### config.mk
export PLATFORM = sky130hd
export DESIGN_NAME = reset_control_and_cause
export DESIGN_NICKNAME = d
export VERILOG_FILES = /design/src/include/rst_ctrl_pkg.sv /design/src/reset_control_and_cause.sv
export SDC_FILE = /design/constraint.sdc
export NUM_CORES = 1
export LEC_CHECK = 0
export ABC_AREA = 1
export CELL_PAD_IN_SITES_DETAIL_PLACEMENT = 1
export CELL_PAD_IN_SITES_GLOBAL_PLACEMENT = 1
export CORE_MARGIN = 2
export CORE_UTILIZATION = 40
export CTS_CLUSTER_SIZE = 30
export DETAILED_ROUTE_END_ITERATION = 10
export DONT_BUFFER_PORTS = 1
export HOLD_SLACK_MARGIN = 0.03
export PLACE_DENSITY = 0.81
export SLEW_MARGIN = 10
export SYNTH_ARGS = -nofsm -noshare
export SYNTH_HDL_FRONTEND = slang
export SYNTH_SLANG_ARGS = --single-unit
### constraint.sdc
create_clock -name clk_sys -period 4.4 [get_ports clk_sys]
set_clock_uncertainty 0.2 [all_clocks]
set_input_delay 0.44 -clock clk_sys [delete_from_list [all_inputs] [get_ports clk_sys]]
set_output_delay 0.44 -clock clk_sys [all_outputs]
set_load 0.03 [all_outputs]
### src/include/rst_ctrl_pkg.sv
package rst_ctrl_pkg;

	// ========================================
	// register map (byte addresses)
	localparam int         ADDR_W          = 8;
	localparam int         DATA_W          = 32;
	localparam logic [7:0] OFS_CAUSE       = 8'h00;
	localparam logic [7:0] OFS_BROWN_CFG   = 8'h04;
	localparam logic [7:0] OFS_OSC_CTRL    = 8'h08;
	localparam logic [7:0] OFS_PRST0       = 8'h0C;
	localparam logic [7:0] OFS_PRST1       = 8'h10;
	localparam logic [7:0] OFS_PRST2       = 8'h14;
	localparam logic [7:0] OFS_SYS_REQ     = 8'h18;
	localparam logic [7:0] OFS_WDT_LOAD    = 8'h20;
	localparam logic [7:0] OFS_WDT_CTRL    = 8'h24;
	localparam logic [7:0] OFS_WDT_VALUE   = 8'h28;
	localparam logic [7:0] OFS_WDT_CLEAR   = 8'h2C;
	localparam logic [7:0] OFS_STATUS      = 8'h30;

	// ========================================
	// field positions
	localparam int CAUSE_EXT       = 0;
	localparam int CAUSE_POR       = 1;
	localparam int CAUSE_BROWN     = 2;
	localparam int CAUSE_SW        = 3;
	localparam int CAUSE_WDT       = 4;
	localparam int CAUSE_OSC       = 5;
	localparam int CAUSE_W         = 6;
	localparam int BROWN_RST_EN    = 1;
	localparam int OSC_CHECK_EN    = 0;
	localparam int SYS_REQ_BIT     = 0;
	localparam int WDT_INT_EN      = 0;
	localparam int WDT_RST_EN      = 1;
	localparam int STAT_RUN        = 0;
	localparam int STAT_BROWN      = 1;
	localparam int STAT_WDT_INT    = 2;
	localparam int STAT_NMI        = 3;
	localparam int PRST_REGS       = 3;

	// ========================================
	// reset values and vectors
	localparam logic [31:0] WDT_LOAD_RST   = 32'hFFFF_FFFF;
	localparam logic [31:0] VEC_SP_ADDR    = 32'h0000_0000;
	localparam logic [31:0] VEC_RESET_ADDR = 32'h0000_0004;
	localparam logic [31:0] VEC_NMI_ADDR   = 32'h0000_0008;
	localparam logic [31:0] ZERO_WORD      = 32'h0000_0000;

	// ========================================
	// timing
	localparam int CLK_PERIOD_NS   = 5;
	localparam int PULSE_HOLD_NS   = 20;
	localparam int PULSE_CYCLES    = (PULSE_HOLD_NS + CLK_PERIOD_NS - 1) / CLK_PERIOD_NS;
	localparam int SYNC_STAGES     = 3;
	localparam int SRC_W           = 4;

	// ========================================
	// carriers
	typedef struct packed {
		logic [ADDR_W-1:0] addr;
		logic [DATA_W-1:0] wdata;
		logic              wr;
		logic              rd;
	} bus_req_t;

	typedef struct packed {
		logic [31:0] addr;
		logic        req;
	} fetch_req_t;

	typedef enum {BOOT_HOLD, BOOT_SP, BOOT_PC, BOOT_INSN, BOOT_RUN} boot_state_t;

endpackage

### src/reset_control_and_cause.sv
// Chosen here: the address map and the address-and-strobe port.
`timescale 1ns/1ps
module reset_control_and_cause
	import rst_ctrl_pkg::*;
#(
	parameter int PERIPH_W = 32,
	parameter int DOMAINS  = 2
)(
	input  wire logic                              clk_sys,
	input  wire logic                              sys_rst,
	input  wire bus_req_t                          busReq,
	output logic [DATA_W-1:0]                      rdData,
	input  wire logic                              extRstN,
	input  wire logic                              porIn,
	input  wire logic                              brownoutDetect,
	input  wire logic                              mainOscFail,
	input  wire logic                              systemResetRequestBit,
	output logic                                   internalRst,
	output logic                                   tapRst,
	output logic [DOMAINS-1:0][PRST_REGS*PERIPH_W-1:0] periphRst,
	output logic                                   brownoutIrq,
	output logic                                   wdtIrq,
	output fetch_req_t                             fetch,
	input  wire logic                              fetchAck,
	input  wire logic [31:0]                       fetchData,
	output logic [31:0]                            bootSp,
	output logic [31:0]                            bootPc,
	output logic [31:0]                            bootInsn,
	output logic                                   bootNmi,
	output logic                                   cpuRun
);

	// ========================================
	// input synchronisers
	logic [SRC_W-1:0] srcMeta_r;
	logic [SRC_W-1:0] srcMid_r;
	logic [SRC_W-1:0] srcLast_r;
	logic [SRC_W-1:0] srcStable_r;
	logic             extS;
	logic             porS;
	logic             brownS;
	logic             oscFailS;
	logic             oscFailPrev_r;

	// three stages; a change counts once stages two and three agree
	always_ff @(posedge clk_sys)
	begin
		srcMeta_r <= {mainOscFail, brownoutDetect, porIn, ~extRstN};
		srcMid_r  <= srcMeta_r;
		srcLast_r <= srcMid_r;
		if (sys_rst)
		begin
			srcStable_r    <= '0;
			srcStable_r[1] <= 1'b1; // power-up assumes power-on still active
		end
		else
		begin
			for (int i = 0; i < SRC_W; i++)
				if (srcMid_r[i] == srcLast_r[i])
					srcStable_r[i] <= srcLast_r[i];
		end
	end

	assign extS     = srcStable_r[0];
	assign porS     = srcStable_r[1];
	assign brownS   = srcStable_r[2];
	assign oscFailS = srcStable_r[3];

	// ========================================
	// configuration registers
	logic                            porDone_r;
	logic                            brownoutResetEnableBit_r;
	logic                            oscCheckEnable_r;
	logic [PRST_REGS*PERIPH_W-1:0]   peripheralResetCtrl_r;
	logic                            porG;
	logic                            wrHit;

	assign wrHit = busReq.wr;

	// power-on source only counts before its first release
	always_ff @(posedge clk_sys)
	begin
		if (sys_rst)
			porDone_r <= 1'b0;
		else if (!porS)
			porDone_r <= 1'b1;
	end

	assign porG = porS & ~porDone_r;

	// brown-out and oscillator check enables, cleared at power-up
	always_ff @(posedge clk_sys)
	begin
		if (sys_rst || porG)
		begin
			brownoutResetEnableBit_r <= 1'b0;
			oscCheckEnable_r         <= 1'b0;
		end
		else if (wrHit && busReq.addr == OFS_BROWN_CFG)
			brownoutResetEnableBit_r <= busReq.wdata[BROWN_RST_EN];
		else if (wrHit && busReq.addr == OFS_OSC_CTRL)
			oscCheckEnable_r <= busReq.wdata[OSC_CHECK_EN];
	end

	// ========================================
	// reset merging and stretch
	logic                 rstHold_r;
	logic [7:0]           stretch_r;
	logic                 swEvt;
	logic                 wdtFire;
	logic                 oscEvt;
	logic                 brownRst;
	logic                 pulseEvt;

	assign swEvt    = systemResetRequestBit
		| (wrHit && busReq.addr == OFS_SYS_REQ && busReq.wdata[SYS_REQ_BIT]);
	assign oscEvt   = oscCheckEnable_r & oscFailS & ~oscFailPrev_r;
	assign brownRst = brownS & brownoutResetEnableBit_r;
	assign pulseEvt = swEvt | wdtFire | oscEvt;

	// pulse sources hold the reset for a fixed stretch
	always_ff @(posedge clk_sys)
	begin
		if (sys_rst)
		begin
			stretch_r     <= '0;
			oscFailPrev_r <= 1'b0;
		end
		else
		begin
			oscFailPrev_r <= oscFailS;
			if (pulseEvt)
				stretch_r <= 8'(PULSE_CYCLES);
			else if (stretch_r != '0)
				stretch_r <= stretch_r - 8'h01;
		end
	end

	// level sources hold the reset while active; release is clocked
	always_ff @(posedge clk_sys)
	begin
		if (sys_rst)
			rstHold_r <= 1'b1;
		else
			rstHold_r <= extS | porG | brownRst | pulseEvt | (stretch_r > 8'h01);
	end

	// raw pin and power-on assert at once, release waits for clock
	assign internalRst = rstHold_r | ~extRstN | (porIn & ~porDone_r);
	assign tapRst      = sys_rst | porG;
	assign brownoutIrq = brownS & ~brownoutResetEnableBit_r;

	// ========================================
	// reset cause record
	logic [CAUSE_W-1:0] resetCauseRecord_r;
	logic [CAUSE_W-1:0] causeSet;
	logic [CAUSE_W-1:0] causeClr;

	// one bit per source; write one clears, a new event wins
	always_comb
	begin
		causeSet              = '0;
		causeSet[CAUSE_EXT]   = extS;
		causeSet[CAUSE_BROWN] = brownRst;
		causeSet[CAUSE_SW]    = swEvt;
		causeSet[CAUSE_WDT]   = wdtFire;
		causeSet[CAUSE_OSC]   = oscEvt;
		causeClr              = '0;
		if (wrHit && busReq.addr == OFS_CAUSE)
			causeClr = busReq.wdata[CAUSE_W-1:0];
	end

	always_ff @(posedge clk_sys)
	begin
		if (sys_rst)
			resetCauseRecord_r <= '0;
		else if (porG)
			resetCauseRecord_r <= CAUSE_W'(1 << CAUSE_POR);
		else
			resetCauseRecord_r <= (resetCauseRecord_r & ~causeClr) | causeSet;
	end

	// ========================================
	// peripheral software reset
	// bit n of each register is peripheral n, same place as its clock gate
	always_ff @(posedge clk_sys)
	begin
		if (sys_rst || rstHold_r)
			peripheralResetCtrl_r <= '0;
		else if (wrHit)
		begin
			for (int r = 0; r < PRST_REGS; r++)
				if (busReq.addr == OFS_PRST0 + 8'(4 * r))
					peripheralResetCtrl_r[r*PERIPH_W +: PERIPH_W]
						<= busReq.wdata[PERIPH_W-1:0];
		end
	end

	// held while set, released by the clear; same reset in every domain
	always_comb
	begin
		for (int d = 0; d < DOMAINS; d++)
			periphRst[d] = peripheralResetCtrl_r | {(PRST_REGS*PERIPH_W){rstHold_r}};
	end

	// ========================================
	// watchdog
	logic [31:0] watchdogReloadValue_r;
	logic [31:0] wdtCount_r;
	logic        wdtIntEn_r;
	logic        wdtRstEn_r;
	logic        wdtRaw_r;
	logic        wdtZero;

	assign wdtZero = wdtIntEn_r && wdtCount_r == ZERO_WORD;
	assign wdtFire = wdtZero & wdtRaw_r & wdtRstEn_r;
	assign wdtIrq  = wdtRaw_r & wdtIntEn_r;

	// down counter, reloaded at each time-out
	always_ff @(posedge clk_sys)
	begin
		if (sys_rst || rstHold_r)
		begin
			watchdogReloadValue_r <= WDT_LOAD_RST;
			wdtCount_r            <= WDT_LOAD_RST;
		end
		else if (wrHit && busReq.addr == OFS_WDT_LOAD)
		begin
			watchdogReloadValue_r <= busReq.wdata;
			wdtCount_r            <= busReq.wdata;
		end
		else if (wdtZero)
			wdtCount_r <= watchdogReloadValue_r;
		else if (wdtIntEn_r)
			wdtCount_r <= wdtCount_r - 32'h0000_0001;
	end

	// control bits
	always_ff @(posedge clk_sys)
	begin
		if (sys_rst || rstHold_r)
		begin
			wdtIntEn_r <= 1'b0;
			wdtRstEn_r <= 1'b0;
		end
		else if (wrHit && busReq.addr == OFS_WDT_CTRL)
		begin
			wdtIntEn_r <= busReq.wdata[WDT_INT_EN];
			wdtRstEn_r <= busReq.wdata[WDT_RST_EN];
		end
	end

	// first time-out flag; time-out wins over a clear
	always_ff @(posedge clk_sys)
	begin
		if (sys_rst || rstHold_r)
			wdtRaw_r <= 1'b0;
		else if (wdtZero)
			wdtRaw_r <= 1'b1;
		else if (wrHit && busReq.addr == OFS_WDT_CLEAR)
			wdtRaw_r <= 1'b0;
	end

	// ========================================
	// start-up fetch sequence
	boot_state_t bootState_r;
	logic [31:0] fetchAddr_r;
	logic [31:0] bootSp_r;
	logic [31:0] bootPc_r;
	logic [31:0] bootInsn_r;
	logic        bootNmi_r;

	always_ff @(posedge clk_sys)
	begin
		if (sys_rst || rstHold_r)
		begin
			bootState_r <= BOOT_HOLD;
			fetchAddr_r <= VEC_SP_ADDR;
			bootNmi_r   <= 1'b0;
		end
		else
		begin
			unique case (bootState_r)
				BOOT_HOLD:
					bootState_r <= BOOT_SP;
				BOOT_SP:
					if (fetchAck)
					begin
						bootState_r <= BOOT_PC;
						bootNmi_r   <= resetCauseRecord_r[CAUSE_OSC];
						fetchAddr_r <= resetCauseRecord_r[CAUSE_OSC]
							? VEC_NMI_ADDR : VEC_RESET_ADDR;
					end
				BOOT_PC:
					if (fetchAck)
					begin
						bootState_r <= BOOT_INSN;
						fetchAddr_r <= fetchData;
					end
				BOOT_INSN:
					if (fetchAck)
						bootState_r <= BOOT_RUN;
				BOOT_RUN:
					bootState_r <= BOOT_RUN;
			endcase
		end
	end

	// captured vector words
	always_ff @(posedge clk_sys)
	begin
		if (sys_rst)
		begin
			bootSp_r   <= ZERO_WORD;
			bootPc_r   <= ZERO_WORD;
			bootInsn_r <= ZERO_WORD;
		end
		else if (fetchAck)
		begin
			if (bootState_r == BOOT_SP)
				bootSp_r <= fetchData;
			if (bootState_r == BOOT_PC)
				bootPc_r <= fetchData;
			if (bootState_r == BOOT_INSN)
				bootInsn_r <= fetchData;
		end
	end

	assign fetch.req  = bootState_r inside {BOOT_SP, BOOT_PC, BOOT_INSN};
	assign fetch.addr = fetchAddr_r;
	assign bootSp     = bootSp_r;
	assign bootPc     = bootPc_r;
	assign bootInsn   = bootInsn_r;
	assign bootNmi    = bootNmi_r;
	assign cpuRun     = bootState_r == BOOT_RUN;

	// ========================================
	// register read port, data in the cycle after the strobe
	logic [DATA_W-1:0] rdData_r;
	logic [DATA_W-1:0] rdMux;

	always_comb
	begin
		rdMux = ZERO_WORD;
		unique case (busReq.addr)
			OFS_CAUSE:     rdMux[CAUSE_W-1:0] = resetCauseRecord_r;
			OFS_BROWN_CFG: rdMux[BROWN_RST_EN] = brownoutResetEnableBit_r;
			OFS_OSC_CTRL:  rdMux[OSC_CHECK_EN] = oscCheckEnable_r;
			OFS_PRST0:     rdMux[PERIPH_W-1:0] = peripheralResetCtrl_r[0 +: PERIPH_W];
			OFS_PRST1:     rdMux[PERIPH_W-1:0] = peripheralResetCtrl_r[PERIPH_W +: PERIPH_W];
			OFS_PRST2:     rdMux[PERIPH_W-1:0] = peripheralResetCtrl_r[2*PERIPH_W +: PERIPH_W];
			OFS_WDT_LOAD:  rdMux = watchdogReloadValue_r;
			OFS_WDT_CTRL:  rdMux[WDT_RST_EN:WDT_INT_EN] = {wdtRstEn_r, wdtIntEn_r};
			OFS_WDT_VALUE: rdMux = wdtCount_r;
			OFS_STATUS:
			begin
				rdMux[STAT_RUN]     = cpuRun;
				rdMux[STAT_BROWN]   = brownS;
				rdMux[STAT_WDT_INT] = wdtRaw_r;
				rdMux[STAT_NMI]     = bootNmi_r;
			end
			default:       rdMux = ZERO_WORD;
		endcase
	end

	always_ff @(posedge clk_sys)
	begin
		if (sys_rst || !busReq.rd)
			rdData_r <= ZERO_WORD;
		else
			rdData_r <= rdMux;
	end

	assign rdData = rdData_r;
endmodule

Yosys cells after proc, flatten, opt, wreduce, memory -nomap -nowiden
Index checks and enable logic that the tools add are counted.
{"block": "op_classes", "n_addsub": 2, "multipliers": 0, "n_div": 0, "magnitude_cmp": 1, "n_eq_ne": 26, "shifts": 0, "mux": 22, "n_bitwise": 28, "n_reduce_logical": 34}
{"operator": "$mux 32", "n": 8}
{"operator": "$pmux 32 s5", "n": 1}
{"operator": "$pmux 26 s5", "n": 1}
{"operator": "$eq 32x2->1 const B", "n": 3}
{"operator": "$eq 32x3->1 const B", "n": 3}
{"operator": "$or 96x96->96", "n": 1}
{"operator": "$logic_not 32->1", "n": 2}
{"operator": "$pmux 32 s2", "n": 1}
{"operator": "$eq 8x6->1 const B", "n": 5}
{"operator": "$eq 32x1->1 const B", "n": 1}
{"operator": "$eq 32x4->1 const B", "n": 1}
{"operator": "$sub 32x1->32 const B", "n": 1}
{"operator": "$eq 8x5->1 const B", "n": 3}
{"operator": "$pmux 1 s9", "n": 2}
{"operator": "$eq 8x4->1 const B", "n": 2}
{"operator": "$reduce_and 2->1", "n": 8}
{"operator": "$pmux 2 s7", "n": 1}
{"operator": "$pmux 2 s6", "n": 1}
{"operator": "$or 1x1->1", "n": 10}
{"operator": "$and 1x1->1", "n": 9}
{"operator": "$logic_and 1x1->1", "n": 9}
{"operator": "$eq 8x3->1 const B", "n": 1}
{"operator": "$gt 8x1->1 const B", "n": 1}
{"operator": "$logic_not 8->1", "n": 1}
{"operator": "19 further kinds", "n": 37}
{"block": "totals", "ff_bits": 391, "latchBits": 0, "mem_bits_rw": 0, "mem_bits_ro": 0, "in_bits": 82, "out_inout_bits": 359, "memories": 0}

Longest topological paths before layout
{"block": "depth", "ltp_word": 8, "depth_mapped": 11, "ltp_nobuf": 11}

Worst setup path after synthesis
No wires, ideal clock.
{"block": "synth_timing", "path_kind": "flip-flop to output port", "from": "register rstHold_r", "to": "output periphRst[157] (netlist bit)", "t_arrival_ns": 1.474, "required_ns": 3.760, "slack_ns": 2.286, "path_stages_with_launch": 6, "path_buffers": 3, "path_cell_list": "dfxtp_1 inv_1 clkbuf_1 clkbuf_1 nand2_1 buf_4"}
{"item": "start, declared", "line_no": "reset_control_and_cause.sv:107", "text": "logic rstHold_r;"}
{"item": "start signal, assigned", "line_no": "reset_control_and_cause.sv:145", "text": "rstHold_r <= extS | porG | brownRst | pulseEvt | (stretch_r > 8'h01);"}
{"item": "end, declared", "line_no": "reset_control_and_cause.sv:20", "text": "output logic [DOMAINS-1:0][PRST_REGS*PERIPH_W-1:0] periphRst,"}

==> results <==
- Counting cells, the worst reg-to-reg path comes to 9.
- The final layout net count is 2196.
- During synthesis, Yosys emitted a total of 0 warnings.
- The count of nets left with antenna violations after detail routing is 0.
- The biggest area contributor in the post-synthesis netlist is sky130_fd_sc_hd__dfxtp_1.
- Counting flops and latches in the post-synthesis netlist gives 362.
- The master cell of the clock root buffer is sky130_fd_sc_hd__clkbuf_16.
- The count of cells resized by post-cts repair is 0.
- The sink count of the clock tree is 362.
- The data arrival time of the worst path is 2.71 ns.
- The clock tree from TritonCTS is built.
- The wire length per cell after detailed routing is 21.9 um.
- Of the available clock period, the critical path in the final layout requires 0.762.
- After clock tree synthesis, the clock-pin slew on the worst setup and hold paths is 0.06 ns.
- The die extent in y is 204 um.
- In the final layout, the share of cells above drive strength 1 is 0.0700.
- The minimum clock period is 3.35 ns.
- The gate count of the mapped netlist is 2184.
- For the pin with the worst max-slew slack, the measured transition is 1.12 ns.
- The worst setup path is captured at an output pin.
- The worst hold path cell count is 2.
- The via density per instance is 5.64.
- The sequential fraction of the synthesis area is 0.454.
- The finished layout holds 2670 standard cells, fillers aside.
- The detailed router finished its first iteration with 881 violations.
- The count of input and output buffers is 0.
- The worst hold path terminates at bootPc[14].
- The number of antenna violations at the first check in global routing is 3.
- The startpoint identified for the worst hold timing path is sys_rst.
- The number of hold-slack violations in the final timing report is 0.
- The element type at the critical path start is a flop.
- By startpoint and endpoint, the worst setup path is classified as reg -> out.
- The static power due to leakage is 6.41 nW.
- The floorplan step set the die width to 204 um.
- The final setup TNS is 0 ns.
- In this run the core area contains 73 standard-cell rows.
- The total area of multi-input combinational cells is 6720 um2.
- The peak clock frequency supported by timing is 0.298 GHz.
- The reg-to-reg critical path startpoint is bootState_r[0].
- The first detailed-routing pass ran for 5 iterations.
- The worst register-to-register path ends at fetchAddr_r[1].
- In the global route stage, overall resource usage came out at 0.274.
- The share of the synthesized area in the top cell type is 0.454.
- The via count of the first global-routing pass is 15500.
- The number of buffers between clock root and the deepest sink is 3.
- Across all register-to-register paths, the minimum setup slack is 1.39 ns.
- The library cells used most frequently in the layout, excluding fill and tap cells, are 448 x sky130_fd_sc_hd__nand2_1, 362 x sky130_fd_sc_hd__dfxtp_1, 240 x sky130_fd_sc_hd__nor2_1, 240 x sky130_fd_sc_hd__a21oi_1, 189 x sky130_fd_sc_hd__inv_1.
- Setup repair after global routing left no endpoint under its margin.
- The total power density per cell area is 419 nW/um2.
- The mean area per synthesized cell is 7.31 um2.
- The max-cap check violation count is 0.
- For this design the top-level I/O count stands at 441.
- The count of distinct cell types in the synthesized netlist is 39.
- Summing over every cut layer, the via total after detailed routing is 15100.
- Routability-driven placement finished with a final weighted congestion of 0.946.
- The sequential cells in the finished layout cover a total of 7250 um2.
- The run finished with clean final reports.
- The largest fanout on the critical path is 35.
- The filler cell count is 4872.
- Setup violations remaining at the end of the flow were counted as 0.
- Entering global routing, the biggest net connects 147 pins.
- Ranked by total cell area, the synthesized netlist is headed by sky130_fd_sc_hd__dfxtp_1 45%, sky130_fd_sc_hd__nand2_1 11%, sky130_fd_sc_hd__a21oi_1 7.5%.
- The required time reported for the critical path endpoint is 3.76 ns.
- The number of setup buffers added after CTS is 0.
- The area of the mapped netlist is 16000 um2.
- The clock insertion delay at the later pin of the skew report is 0.56 ns.
- The normalized max-slew margin is 0.250.
- The total count of max-transition violations in the final report is 0.
- Summed over all layers, the routed wires come to 58400 um.
- The kind of path behind the tightest hold check is in -> reg.
- The total area inside the core boundary comes to 39500 um2.
- The H-tree was split into 2 levels.
- The synthesized net count is 2269.
- The first-pass GRT wire length is 89500 um.
- Leaving out fill and tap cells, the most frequent cell in the layout is sky130_fd_sc_hd__nand2_1.
- The total overflow reported by the global router is 0.
- In this run, placement finished with an instance count of 2515.
- The final routed DRC violation total is 0.
- The initial utilization of the core area, before any placement, comes to 0.404.
- The HPWL after detailed placement is 39700 um.
- The TritonCTS buffer count is 40.
- The area of the die is 41500 um2.
- The post-synthesis to final-layout area growth is 10.7%.
- The worst-case IR drop observed on VDD is 0.000321 V.
final cells by class:
type	count	area share
multi-input combinational	1410	0.380
sequential	362	0.410
timing repair buffer	94	0.0534
clock inverter	12	0.00857
clock buffer	61	0.0669
inverter	203	0.0431
tap	525	0.0372
antenna	3	0.000425
worst max-delay path by stage:
stage,start,endpoint,slack (ns),cells past startpoint
2_1_floorplan,rstHold_r,periphRst[157],2.29,5
3_3_place_gp,bootState_r[0],bootSp[10],1.60,9
3_5_place_dp,bootState_r[0],fetchAddr_r[24],1.47,9
4_1_cts,rstHold_r,periphRst[72],1.06,4
6_report,rstHold_r,periphRst[79],1.05,4
5_1_grt,fetchAck,fetchAddr_r[1],0.93,9
worst max-delay path, stage by stage, from the launching register on:
cell and delay, ns:
sky130_fd_sc_hd__dfxtp_1 0.30, sky130_fd_sc_hd__buf_4 0.24, sky130_fd_sc_hd__inv_2 0.61, sky130_fd_sc_hd__buf_4 0.47, sky130_fd_sc_hd__nand2_1 0.51
cell usage after synthesis (all sizes together):
| library cell | instances |
|---|---|
| o211ai | 47 |
| nand3b | 4 |
| ha | 3 |
| a21o | 3 |
| a2111oi | 1 |
| nand2 | 449 |
| nand3 | 91 |
| inv | 202 |
| a31oi | 2 |
| dfxtp | 362 |
| clkinv | 1 |
| or2 | 30 |
| a21oi | 240 |
| nand4 | 11 |
| nor4 | 1 |
| nor2 | 258 |
| o22ai | 26 |
| xnor2 | 9 |
| and2 | 1 |
| o21ai | 199 |
| o21bai | 11 |
| a311oi | 1 |
| clkbuf | 58 |
| buf | 151 |
| nor3 | 11 |
| xor2 | 9 |
| or3 | 3 |
report_power, final:
| part | switching [mW] | internal, mW |
|---|---|---|
| clock network | 1.40 | 2.03 |
| registers | 0.0332 | 3.31 |
| logic | 0.480 | 0.150 |
| total | 1.91 | 5.49 |
repair_timing:
action | in CTS | in global routing
hold endpoints to repair | 273 | 0
setup endpoints to repair | 0 | 0
hold buffers | 79 | 0
flip-flops by register name, indices dropped and copies added, names as in the netlist, 3 cells and up:
| signal | cells |
|---|---|
| watchdogReloadValue_r | 32 |
| fetchAddr_r | 32 |
| peripheralResetCtrl_r | 96 |
| wdtCount_r | 32 |
| srcStable_r | 4 |
| resetCauseRecord_r | 6 |
| srcLast_r | 4 |
| bootInsn | 32 |
| bootState_r | 3 |
| srcMid_r | 4 |
| bootPc | 32 |
| rdData | 32 |
| bootSp | 32 |
| srcMeta_r | 4 |
| stretch_r | 8 |
layer usage:
metal  up-vias  part of all wire  GRT usage
li1       6853                 -          -
met1      7515              0.42      0.343
met5         -                 0          0
met2       570              0.48      0.463
met4         0             0.034      0.107
met3       131             0.064     0.0567
cell families after synthesis:
family | Yosys count | share of synthesized area
AOI/OAI and AO/OA | 530 | 0.179
adders and majority gates | 3 | 0.00235
xor gates and xnor gates | 18 | 0.00988
buffers and inverters | 412 | 0.126
and+or+nand+nor | 859 | 0.229
DFF | 362 | 0.454
stage by stage:
stage	instance area [um2]	setup WS, ns	hold WS [ns]	power (mW)	utilization
2_1_floorplan	16000	2.29	0.110	3.92	-
3_3_place_gp	15500	1.60	0.113	3.92	0.392
3_5_place_dp	15500	1.47	0.119	3.94	0.392
4_1_cts	17700	1.06	0.0437	7.46	0.446
5_1_grt	17700	0.932	0.0720	7.65	0.447
6_report	17700	1.05	0.0607	7.41	0.447
Note: power is estimated with default switching activity, not from simulation.
